--- src/asd_pkg.sv ---
// Package for the scan mask and diagnostics register block.
// Assumes word-addressed Avalon-MM access; register indices map to byte address = 4 * index.
package asd_pkg;
  // Register indices (byte address is four times the index)
  localparam logic [7:0] ASD_IDX_SCAN_MODE = 8'h10;
  localparam logic [7:0] ASD_IDX_SCAN_MASK = 8'h12;
  localparam logic [7:0] ASD_IDX_UNLOCK_KEY = 8'hbf;
  localparam logic [7:0] ASD_IDX_DIAGNOSTICS_ACTIVE = 8'hc0;
  localparam logic [7:0] ASD_IDX_PAT_LOW = 8'hc1;
  localparam logic [7:0] ASD_IDX_PAT_HIGH = 8'hc2;
  localparam logic [7:0] ASD_IDX_SCAN_STATUS = 8'h13;
  // Field positions and values
  localparam int ASD_BIT_WALK = 0;
  localparam int ASD_BIT_VTEST = 4;
  localparam int ASD_BIT_SCAN_RUN = 4;
  localparam logic [7:0] ASD_DIAGNOSTICS_ACTIVE_MASK = 8'h11;
  localparam logic [7:0] ASD_SCAN_MODE_MASK = 8'h13;
  localparam logic [1:0] ASD_MODE_AUTO = 2'h1;
  localparam logic [7:0] ASD_UNLOCK_VALUE = 8'h96;
  localparam logic [7:0] ASD_RESET_VALUE = 8'h00;
  // Time spent on each scanned channel
  localparam int ASD_CONV_NS = 1000;
  localparam int ASD_CLK_NS = 4;
  localparam int ASD_CONV_CYCLES = ASD_CONV_NS / ASD_CLK_NS;
  // Scan engine states
  typedef enum logic [1:0] {
    ASD_IDLE = 2'b00,
    ASD_SEEK = 2'b01,
    ASD_CONV = 2'b11
  } asd_state_t;
endpackage : asd_pkg

--- src/asd_regs.sv ---
// Scan mask, scan run control and diagnostics registers with a small auto-scan walker.
// Assumes an Avalon-MM master on ref_clk with word addresses, and conversion logic outside
// that consumes the channel select, conversion strobe and diagnostic controls.
// Bus timing: a request seen with waitrequest high is taken at that edge,
// waitrequest then drops for exactly one cycle while read data and the
// response code stand. Waitrequest is kept in its own flop so that every
// output leaves the block straight from a register.
// The diagnostic controls lag their register by one cycle.
// The forced pattern is held at zero while bit-walk is off.
`timescale 1ns/10ps
module asd_regs #(
  parameter int NUM_CH = 8
) (
  input wire logic ref_clk,
  input wire logic rst,
  input wire logic [7:0] avs_address,
  input wire logic avs_read,
  input wire logic avs_write,
  input wire logic [31:0] avs_writedata,
  input wire logic [3:0] avs_byteenable,
  output logic [31:0] avs_readdata,
  output logic avs_waitrequest,
  output logic [1:0] avs_response,
  output logic [7:0] scan_channel_mask,
  output logic scan_active,
  output logic [2:0] scan_channel,
  output logic conv_start,
  output logic test_voltage_select,
  output logic decision_force_enable,
  output logic diagnostics_active,
  output logic [15:0] forced_pattern
);

  // Refuse every channel count other than the eight the eight-bit mask serves
  if (NUM_CH != 8) begin : g_bad_num_ch
    $error("asd_regs supports eight channels only");
  end

  logic [7:0] scan_cfg_q;
  logic [7:0] mask_q;
  logic [7:0] key_q;
  logic [7:0] diagnostics_active_q;
  logic [7:0] pat_low_q;
  logic [7:0] pat_high_q;
  logic ack_q;
  logic wait_q;
  logic [31:0] rdata_q;
  logic [1:0] resp_q;
  logic [7:0] rdata_d;
  logic hit_d;
  logic unlocked;
  logic wr_ok;
  asd_pkg::asd_state_t state_q;
  logic [2:0] ch_q;
  logic [8:0] cnt_q;
  logic start_q;

  // Strobe is accepted when a write is pending, not yet answered and byte lane 0 is enabled
  assign wr_ok = avs_write && !ack_q && avs_byteenable[0];
  assign unlocked = (key_q == asd_pkg::ASD_UNLOCK_VALUE);

  // Address decode for reads and response code
  always_comb begin
    rdata_d = 8'h00;
    hit_d = 1'b1;
    unique case (avs_address)
      asd_pkg::ASD_IDX_SCAN_MODE: rdata_d = scan_cfg_q;
      asd_pkg::ASD_IDX_SCAN_MASK: rdata_d = mask_q;
      asd_pkg::ASD_IDX_UNLOCK_KEY: rdata_d = key_q;
      asd_pkg::ASD_IDX_DIAGNOSTICS_ACTIVE: rdata_d = diagnostics_active_q;
      asd_pkg::ASD_IDX_PAT_LOW: rdata_d = pat_low_q;
      asd_pkg::ASD_IDX_PAT_HIGH: rdata_d = pat_high_q;
      asd_pkg::ASD_IDX_SCAN_STATUS: rdata_d = {4'h0, scan_active, ch_q};
      default: hit_d = 1'b0;
    endcase
  end

  // One wait cycle, then answer for one cycle
  always_ff @(posedge ref_clk or posedge rst) begin
    if (rst) begin
      ack_q <= 1'b0;
      wait_q <= 1'b1;
      rdata_q <= 32'h00000000;
      resp_q <= 2'h0;
    end else begin
      ack_q <= (avs_read || avs_write) && !ack_q;
      wait_q <= !((avs_read || avs_write) && !ack_q); // Low only in the answer cycle
      if ((avs_read || avs_write) && !ack_q) begin
        rdata_q <= avs_read ? {24'h000000, rdata_d} : 32'h00000000;
        resp_q <= hit_d ? 2'h0 : 2'h3;
      end
    end
  end

  // Scan configuration and mask, always writable
  always_ff @(posedge ref_clk or posedge rst) begin
    if (rst) begin
      scan_cfg_q <= asd_pkg::ASD_RESET_VALUE;
      mask_q <= asd_pkg::ASD_RESET_VALUE;
      key_q <= asd_pkg::ASD_RESET_VALUE;
    end else if (wr_ok) begin
      if (avs_address == asd_pkg::ASD_IDX_SCAN_MODE)
        scan_cfg_q <= avs_writedata[7:0] & asd_pkg::ASD_SCAN_MODE_MASK;
      if (avs_address == asd_pkg::ASD_IDX_SCAN_MASK)
        mask_q <= avs_writedata[7:0];
      if (avs_address == asd_pkg::ASD_IDX_UNLOCK_KEY)
        key_q <= avs_writedata[7:0];
    end
  end

  // Diagnostics group writable only while unlocked
  always_ff @(posedge ref_clk or posedge rst) begin
    if (rst) begin
      diagnostics_active_q <= asd_pkg::ASD_RESET_VALUE;
      pat_low_q <= asd_pkg::ASD_RESET_VALUE;
      pat_high_q <= asd_pkg::ASD_RESET_VALUE;
    end else if (wr_ok && unlocked) begin
      if (avs_address == asd_pkg::ASD_IDX_DIAGNOSTICS_ACTIVE)
        diagnostics_active_q <= avs_writedata[7:0] & asd_pkg::ASD_DIAGNOSTICS_ACTIVE_MASK;
      if (avs_address == asd_pkg::ASD_IDX_PAT_LOW)
        pat_low_q <= avs_writedata[7:0];
      if (avs_address == asd_pkg::ASD_IDX_PAT_HIGH)
        pat_high_q <= avs_writedata[7:0];
    end
  end

  // Registered diagnostic controls toward the converter
  always_ff @(posedge ref_clk or posedge rst) begin
    if (rst) begin
      decision_force_enable <= 1'b0;
      test_voltage_select <= 1'b0;
      diagnostics_active <= 1'b0;
      forced_pattern <= 16'h0000;
    end else begin
      decision_force_enable <= diagnostics_active_q[asd_pkg::ASD_BIT_WALK];
      test_voltage_select <= diagnostics_active_q[asd_pkg::ASD_BIT_VTEST]
        && !diagnostics_active_q[asd_pkg::ASD_BIT_WALK];
      diagnostics_active <= diagnostics_active_q[asd_pkg::ASD_BIT_WALK];
      if (diagnostics_active_q[asd_pkg::ASD_BIT_WALK])
        forced_pattern <= {pat_high_q, pat_low_q};
      else
        forced_pattern <= 16'h0000;
    end
  end

  // Auto-scan walker: ascending over enabled channels while run is set
  logic run;
  logic [2:0] nxt;
  logic found;
  assign run = scan_cfg_q[asd_pkg::ASD_BIT_SCAN_RUN]
    && (scan_cfg_q[1:0] == asd_pkg::ASD_MODE_AUTO) && (mask_q != 8'h00);
  always_comb begin
    nxt = 3'h0;
    found = 1'b0;
    for (int i = 7; i >= 0; i--) begin
      if (mask_q[i] && (3'(i) >= ch_q)) begin
        nxt = 3'(i);
        found = 1'b1;
      end
    end
    if (!found) begin
      for (int i = 7; i >= 0; i--) begin
        if (mask_q[i]) nxt = 3'(i);
      end
    end
  end

  always_ff @(posedge ref_clk or posedge rst) begin
    if (rst) begin
      state_q <= asd_pkg::ASD_IDLE;
      ch_q <= 3'h0;
      cnt_q <= 9'h000;
      start_q <= 1'b0;
    end else begin
      start_q <= 1'b0;
      unique case (state_q)
        asd_pkg::ASD_IDLE: begin
          ch_q <= 3'h0;
          if (run) state_q <= asd_pkg::ASD_SEEK;
        end
        asd_pkg::ASD_SEEK: begin
          if (!run) begin
            state_q <= asd_pkg::ASD_IDLE;
          end else begin
            ch_q <= nxt;
            start_q <= 1'b1;
            cnt_q <= 9'(asd_pkg::ASD_CONV_CYCLES - 1);
            state_q <= asd_pkg::ASD_CONV;
          end
        end
        asd_pkg::ASD_CONV: begin
          if (!run) begin
            state_q <= asd_pkg::ASD_IDLE;
          end else if (cnt_q == 9'h000) begin
            ch_q <= ch_q + 3'h1;
            state_q <= asd_pkg::ASD_SEEK;
          end else begin
            cnt_q <= cnt_q - 9'h001;
          end
        end
        default: state_q <= asd_pkg::ASD_IDLE;
      endcase
    end
  end

  // Outputs straight from flip-flops
  always_ff @(posedge ref_clk or posedge rst) begin
    if (rst) begin
      scan_channel_mask <= 8'h00;
      scan_active <= 1'b0;
      scan_channel <= 3'h0;
      conv_start <= 1'b0;
    end else begin
      scan_channel_mask <= mask_q;
      scan_active <= (state_q != asd_pkg::ASD_IDLE);
      scan_channel <= ch_q;
      conv_start <= start_q;
    end
  end

  assign avs_waitrequest = wait_q;
  assign avs_readdata = rdata_q;
  assign avs_response = resp_q;

endmodule : asd_regs

--- config.mk ---
export PLATFORM = sky130hd
export DESIGN_NAME = asd_regs
export DESIGN_NICKNAME = d
export VERILOG_FILES = /design/src/asd_pkg.sv /design/src/asd_regs.sv
export SDC_FILE = /design/constraint.sdc
export NUM_CORES = 1
export LEC_CHECK = 0
export BUFFER_PORTS_ARGS = -buffer_cell sky130_fd_sc_hd__buf_2
export CAP_MARGIN = 20
export CORE_MARGIN = 3
export CORE_UTILIZATION = 56
export DETAILED_ROUTE_END_ITERATION = 7
export PLACE_DENSITY = 0.95
export SLEW_MARGIN = 0
export SYNTH_ARGS = -nofsm -noshare
export SYNTH_HDL_FRONTEND = slang
export SYNTH_SLANG_ARGS = --single-unit
export TNS_END_PERCENT = 50
--- constraint.sdc ---
create_clock -name ref_clk -period 6.75 [get_ports ref_clk]
set_input_delay 1.35 -clock ref_clk [delete_from_list [all_inputs] [get_ports ref_clk]]
set_output_delay 1.35 -clock ref_clk [all_outputs]
set_load 0.05 [all_outputs]
==> impl_metrics.tcl <==
set metrics [dict create \
    status "finished clean" \
    die_w_um 94.7 \
    end_kind "flop" \
    slew-limit-headroom 0.337 \
    p_leak_nw 2.55 \
    grt_max_degree 95 \
    die_h_um 94.7 \
    vias 3175 \
    dr.first_iter.drc_count 244 \
    period_minus_slack_ns 3.29 \
    antenna_found_initial 0 \
    design.core.area_um2 7450 \
    p_comb_frac 0.087 \
    crit_type "in2reg" \
    numCtsBuffers 9 \
    clk_latency_ns 0.36 \
    maxCapViolCount 0 \
    dpl.hpwl_mm 6.51 \
    worstHoldPathType "reg2reg" \
    cts-resized-gates 0 \
    ys_types 60 \
    grt_pass1_wl_mm 14.8 \
    finalCritPeriodShare 0.487 \
    io_pins 115 \
    place_congestion 0.872 \
    tritoncts "yes" \
    fill_cells 547 \
    final_common_cell "dfrtp_1" \
    postSynthRegisterBits 94 \
    gr-usage-all-layers 0.215 \
    p_int_mw 0.762 \
    syn-cell-area_um2 4410 \
    ys_seq_area_frac 0.534 \
    ir_worst_vdd_v 0.000124 \
    synth_edf_count 0 \
    critPathRequiredTime_ns 7.00 \
    finalNetCount 480 \
    setup_viol 0 \
    endpoint "pat_low_q[5]$_DFFE_PP0P_" \
    cts_setup_buffers 0 \
    startpoint_type "input port" \
    worstPathMaxFanout 8 \
    switchingPower_mw 0.276 \
    h-tree-depth 3 \
    seq_power_share 0.552 \
    syn2layout_area_growth_pct 11.4 \
    seqCellArea_um2 2350 \
    grt_use_met3 0.0733 \
    final_cell_mix "93 x dfrtp_1, 63 x buf_2, 34 x mux2_2" \
    slew_violations 0 \
    async_reset_ff_frac 1.00 \
    wl_per_cell_um 17.2 \
    finalSetupTns_ns 0 \
    syn_inst 370 \
    skew_ns 0.0137 \
    synth_warnings 0 \
    rsz0062_at_grt "no" \
    met1_usage 0.263 \
    insertedDiodeCount 0 \
    swShare 0.266 \
    cts_hold_buffers 0 \
    timing.fmax_ghz 0.304 \
    clockPowerShare 0.361 \
    reg2reg_depth 5 \
    timing.rr.start "mask_q[3]$_DFFE_PP0P_" \
    drc 0 \
    die_area_um2 8970 \
    clockBufferDepth 2 \
    grt_pass1_vias 3002 \
    top_usage_layer "met2" \
    ys.flop_type "dfrtp_1" \
    reg2reg_slack_ns 4.46 \
    initial_core_util 0.592 \
    tightest_slew_ns 0.992 \
    drt-total-wl_mm 9.14 \
    layout-drive-gt1-share 0.309 \
    cp-startpoint "avs_address[1]" \
    cellPowerDensity_nw_per_um2 212 \
    multi_input_area_um2 1830 \
    finalHoldViolCount 0 \
    reg2reg_to "cnt_q[7]$_DFFE_PP0P_" \
    use_met2 0.363 \
    synth.avg_cell_area_um2 11.9 \
    clockRootBuffer "clkbuf_8" \
    crit_arrival_ns 3.53 \
    via_per_inst 5.97 \
    final_antenna_net_count 0 \
    finalPower_mw 1.04 \
    portBuffers 63 \
    rows 31 \
    clkTransAtPathRegs_ns 0.09 \
    clock_sinks 94 \
    dr.pass1.iters 5 \
    grt.overflow.total 0 \
]
-- cell families (layout without fill, tap and decap cells) --
| group | count (synthesis) | after routing | synth area share |
|---|---|---|---|
| other | 1 | 24 | 0.000851 |
| AOI/OAI and AO/OA | 72 | 72 | 0.123 |
| adders and majority gates | 4 | 4 | 0.0114 |
| xor gates and xnor gates | 1 | 1 | 0.00199 |
| and+or+nand+nor | 102 | 102 | 0.144 |
| DFF | 94 | 94 | 0.534 |
| buffers and inverters | 54 | 94 | 0.0710 |
| muxes | 42 | 42 | 0.114 |
-- power groups by stage --
stage | Combinational [mW] | Sequential, mW | Clock [mW]
final | 0.0906 | 0.573 | 0.374
after global placement | 0.0863 | 0.584 | 0
after detailed placement | 0.0883 | 0.584 | 0
after floorplan | 0.0709 | 0.593 | 0
after CTS | 0.0886 | 0.573 | 0.381
after global routing | 0.0973 | 0.574 | 0.406
-- through the flow --
step / std cells / utilization / hold WS (ns) / area (um^2) / worst slack (ns)
after global routing: 532 / 0.659 / 0.371 / 4910 / 3.38
after floorplan: 393 / - / 0.331 / 4490 / 2.95
after global placement: 515 / 0.628 / 0.336 / 4680 / 3.24
after CTS: 531 / 0.655 / 0.364 / 4880 / 3.55
after detailed placement: 515 / 0.628 / 0.343 / 4680 / 3.18
final: 532 / 0.659 / 0.361 / 4910 / 3.46
-- how the worst min path moves through the flow --
stage                           start              endpoint  depth (start not counted)
detailed placement  start_q$_DFF_PP0_  conv_start$_DFF_PP0_                          0
global route        start_q$_DFF_PP0_  conv_start$_DFF_PP0_                          0
floorplan           start_q$_DFF_PP0_  conv_start$_DFF_PP0_                          0
finish              start_q$_DFF_PP0_  conv_start$_DFF_PP0_                          0
global placement    start_q$_DFF_PP0_  conv_start$_DFF_PP0_                          0
CTS                 start_q$_DFF_PP0_  conv_start$_DFF_PP0_                          0
-- metal layers --
metal,share of wire,vias up
li1,-,1423
met1,0.39,1560
met2,0.50,177
met3,0.088,15
met4,0.016,0
met5,0,-
-- critical path: stages --
cell    delay (ns)
buf_2         0.13
or3_1         0.40
nor3_1        0.76
and2_1        0.50
mux2_2        0.39
-- flip-flops by register name, summed over array words and instances (netlist names), 3 cells and up --
signal / flops
key_q: 8
cnt_q: 9
avs_readdata: 8
pat_low_q: 8
scan_channel: 3
scan_cfg_q: 3
scan_channel_mask: 8
pat_high_q: 8
mask_q: 8
forced_pattern: 16
ch_q: 3
-- Yosys cell counts, types with 3 or more instances --
| cell type | n | area (um^2) |
|---|---|---|
| inv_1 | 13 | 48.8 |
| and3b_1 | 3 | 26.3 |
| a21oi_1 | 6 | 30.0 |
| nand2_1 | 20 | 75.1 |
| and2_1 | 18 | 113 |
| mux2_2 | 34 | 383 |
| buf_2 | 4 | 20.0 |
| nor2_1 | 9 | 33.8 |
| o31ai_1 | 7 | 52.6 |
| buf_4 | 26 | 195 |
| nor3_1 | 8 | 40.0 |
| nand2b_1 | 3 | 18.8 |
| ha_1 | 4 | 50.1 |
| o21bai_1 | 3 | 22.5 |
| a22o_1 | 8 | 70.1 |
| nor4_1 | 4 | 25.0 |
| a21boi_0 | 3 | 22.5 |
| clkbuf_1 | 10 | 37.5 |
| a222oi_1 | 5 | 50.1 |
| nor2b_1 | 3 | 18.8 |
| nand4_1 | 4 | 25.0 |
| o21ai_0 | 11 | 55.1 |
| or3_1 | 5 | 31.3 |
| mux2_4 | 8 | 120 |
| nand3b_1 | 4 | 30.0 |
| a22oi_1 | 12 | 90.1 |
| nand3_1 | 5 | 25.0 |
| dfrtp_1 | 93 | 2330 |
-- layout make-up --
type,instances,area share
Sequential cell,94,0.479
Multi-Input combinational cell,245,0.372
Timing Repair Buffer,65,0.0714
Clock buffer,9,0.0252
Tap cell,99,0.0252
Inverter,13,0.0102
Clock inverter,7,0.0161
Note: power is estimated with default switching activity, not from simulation.
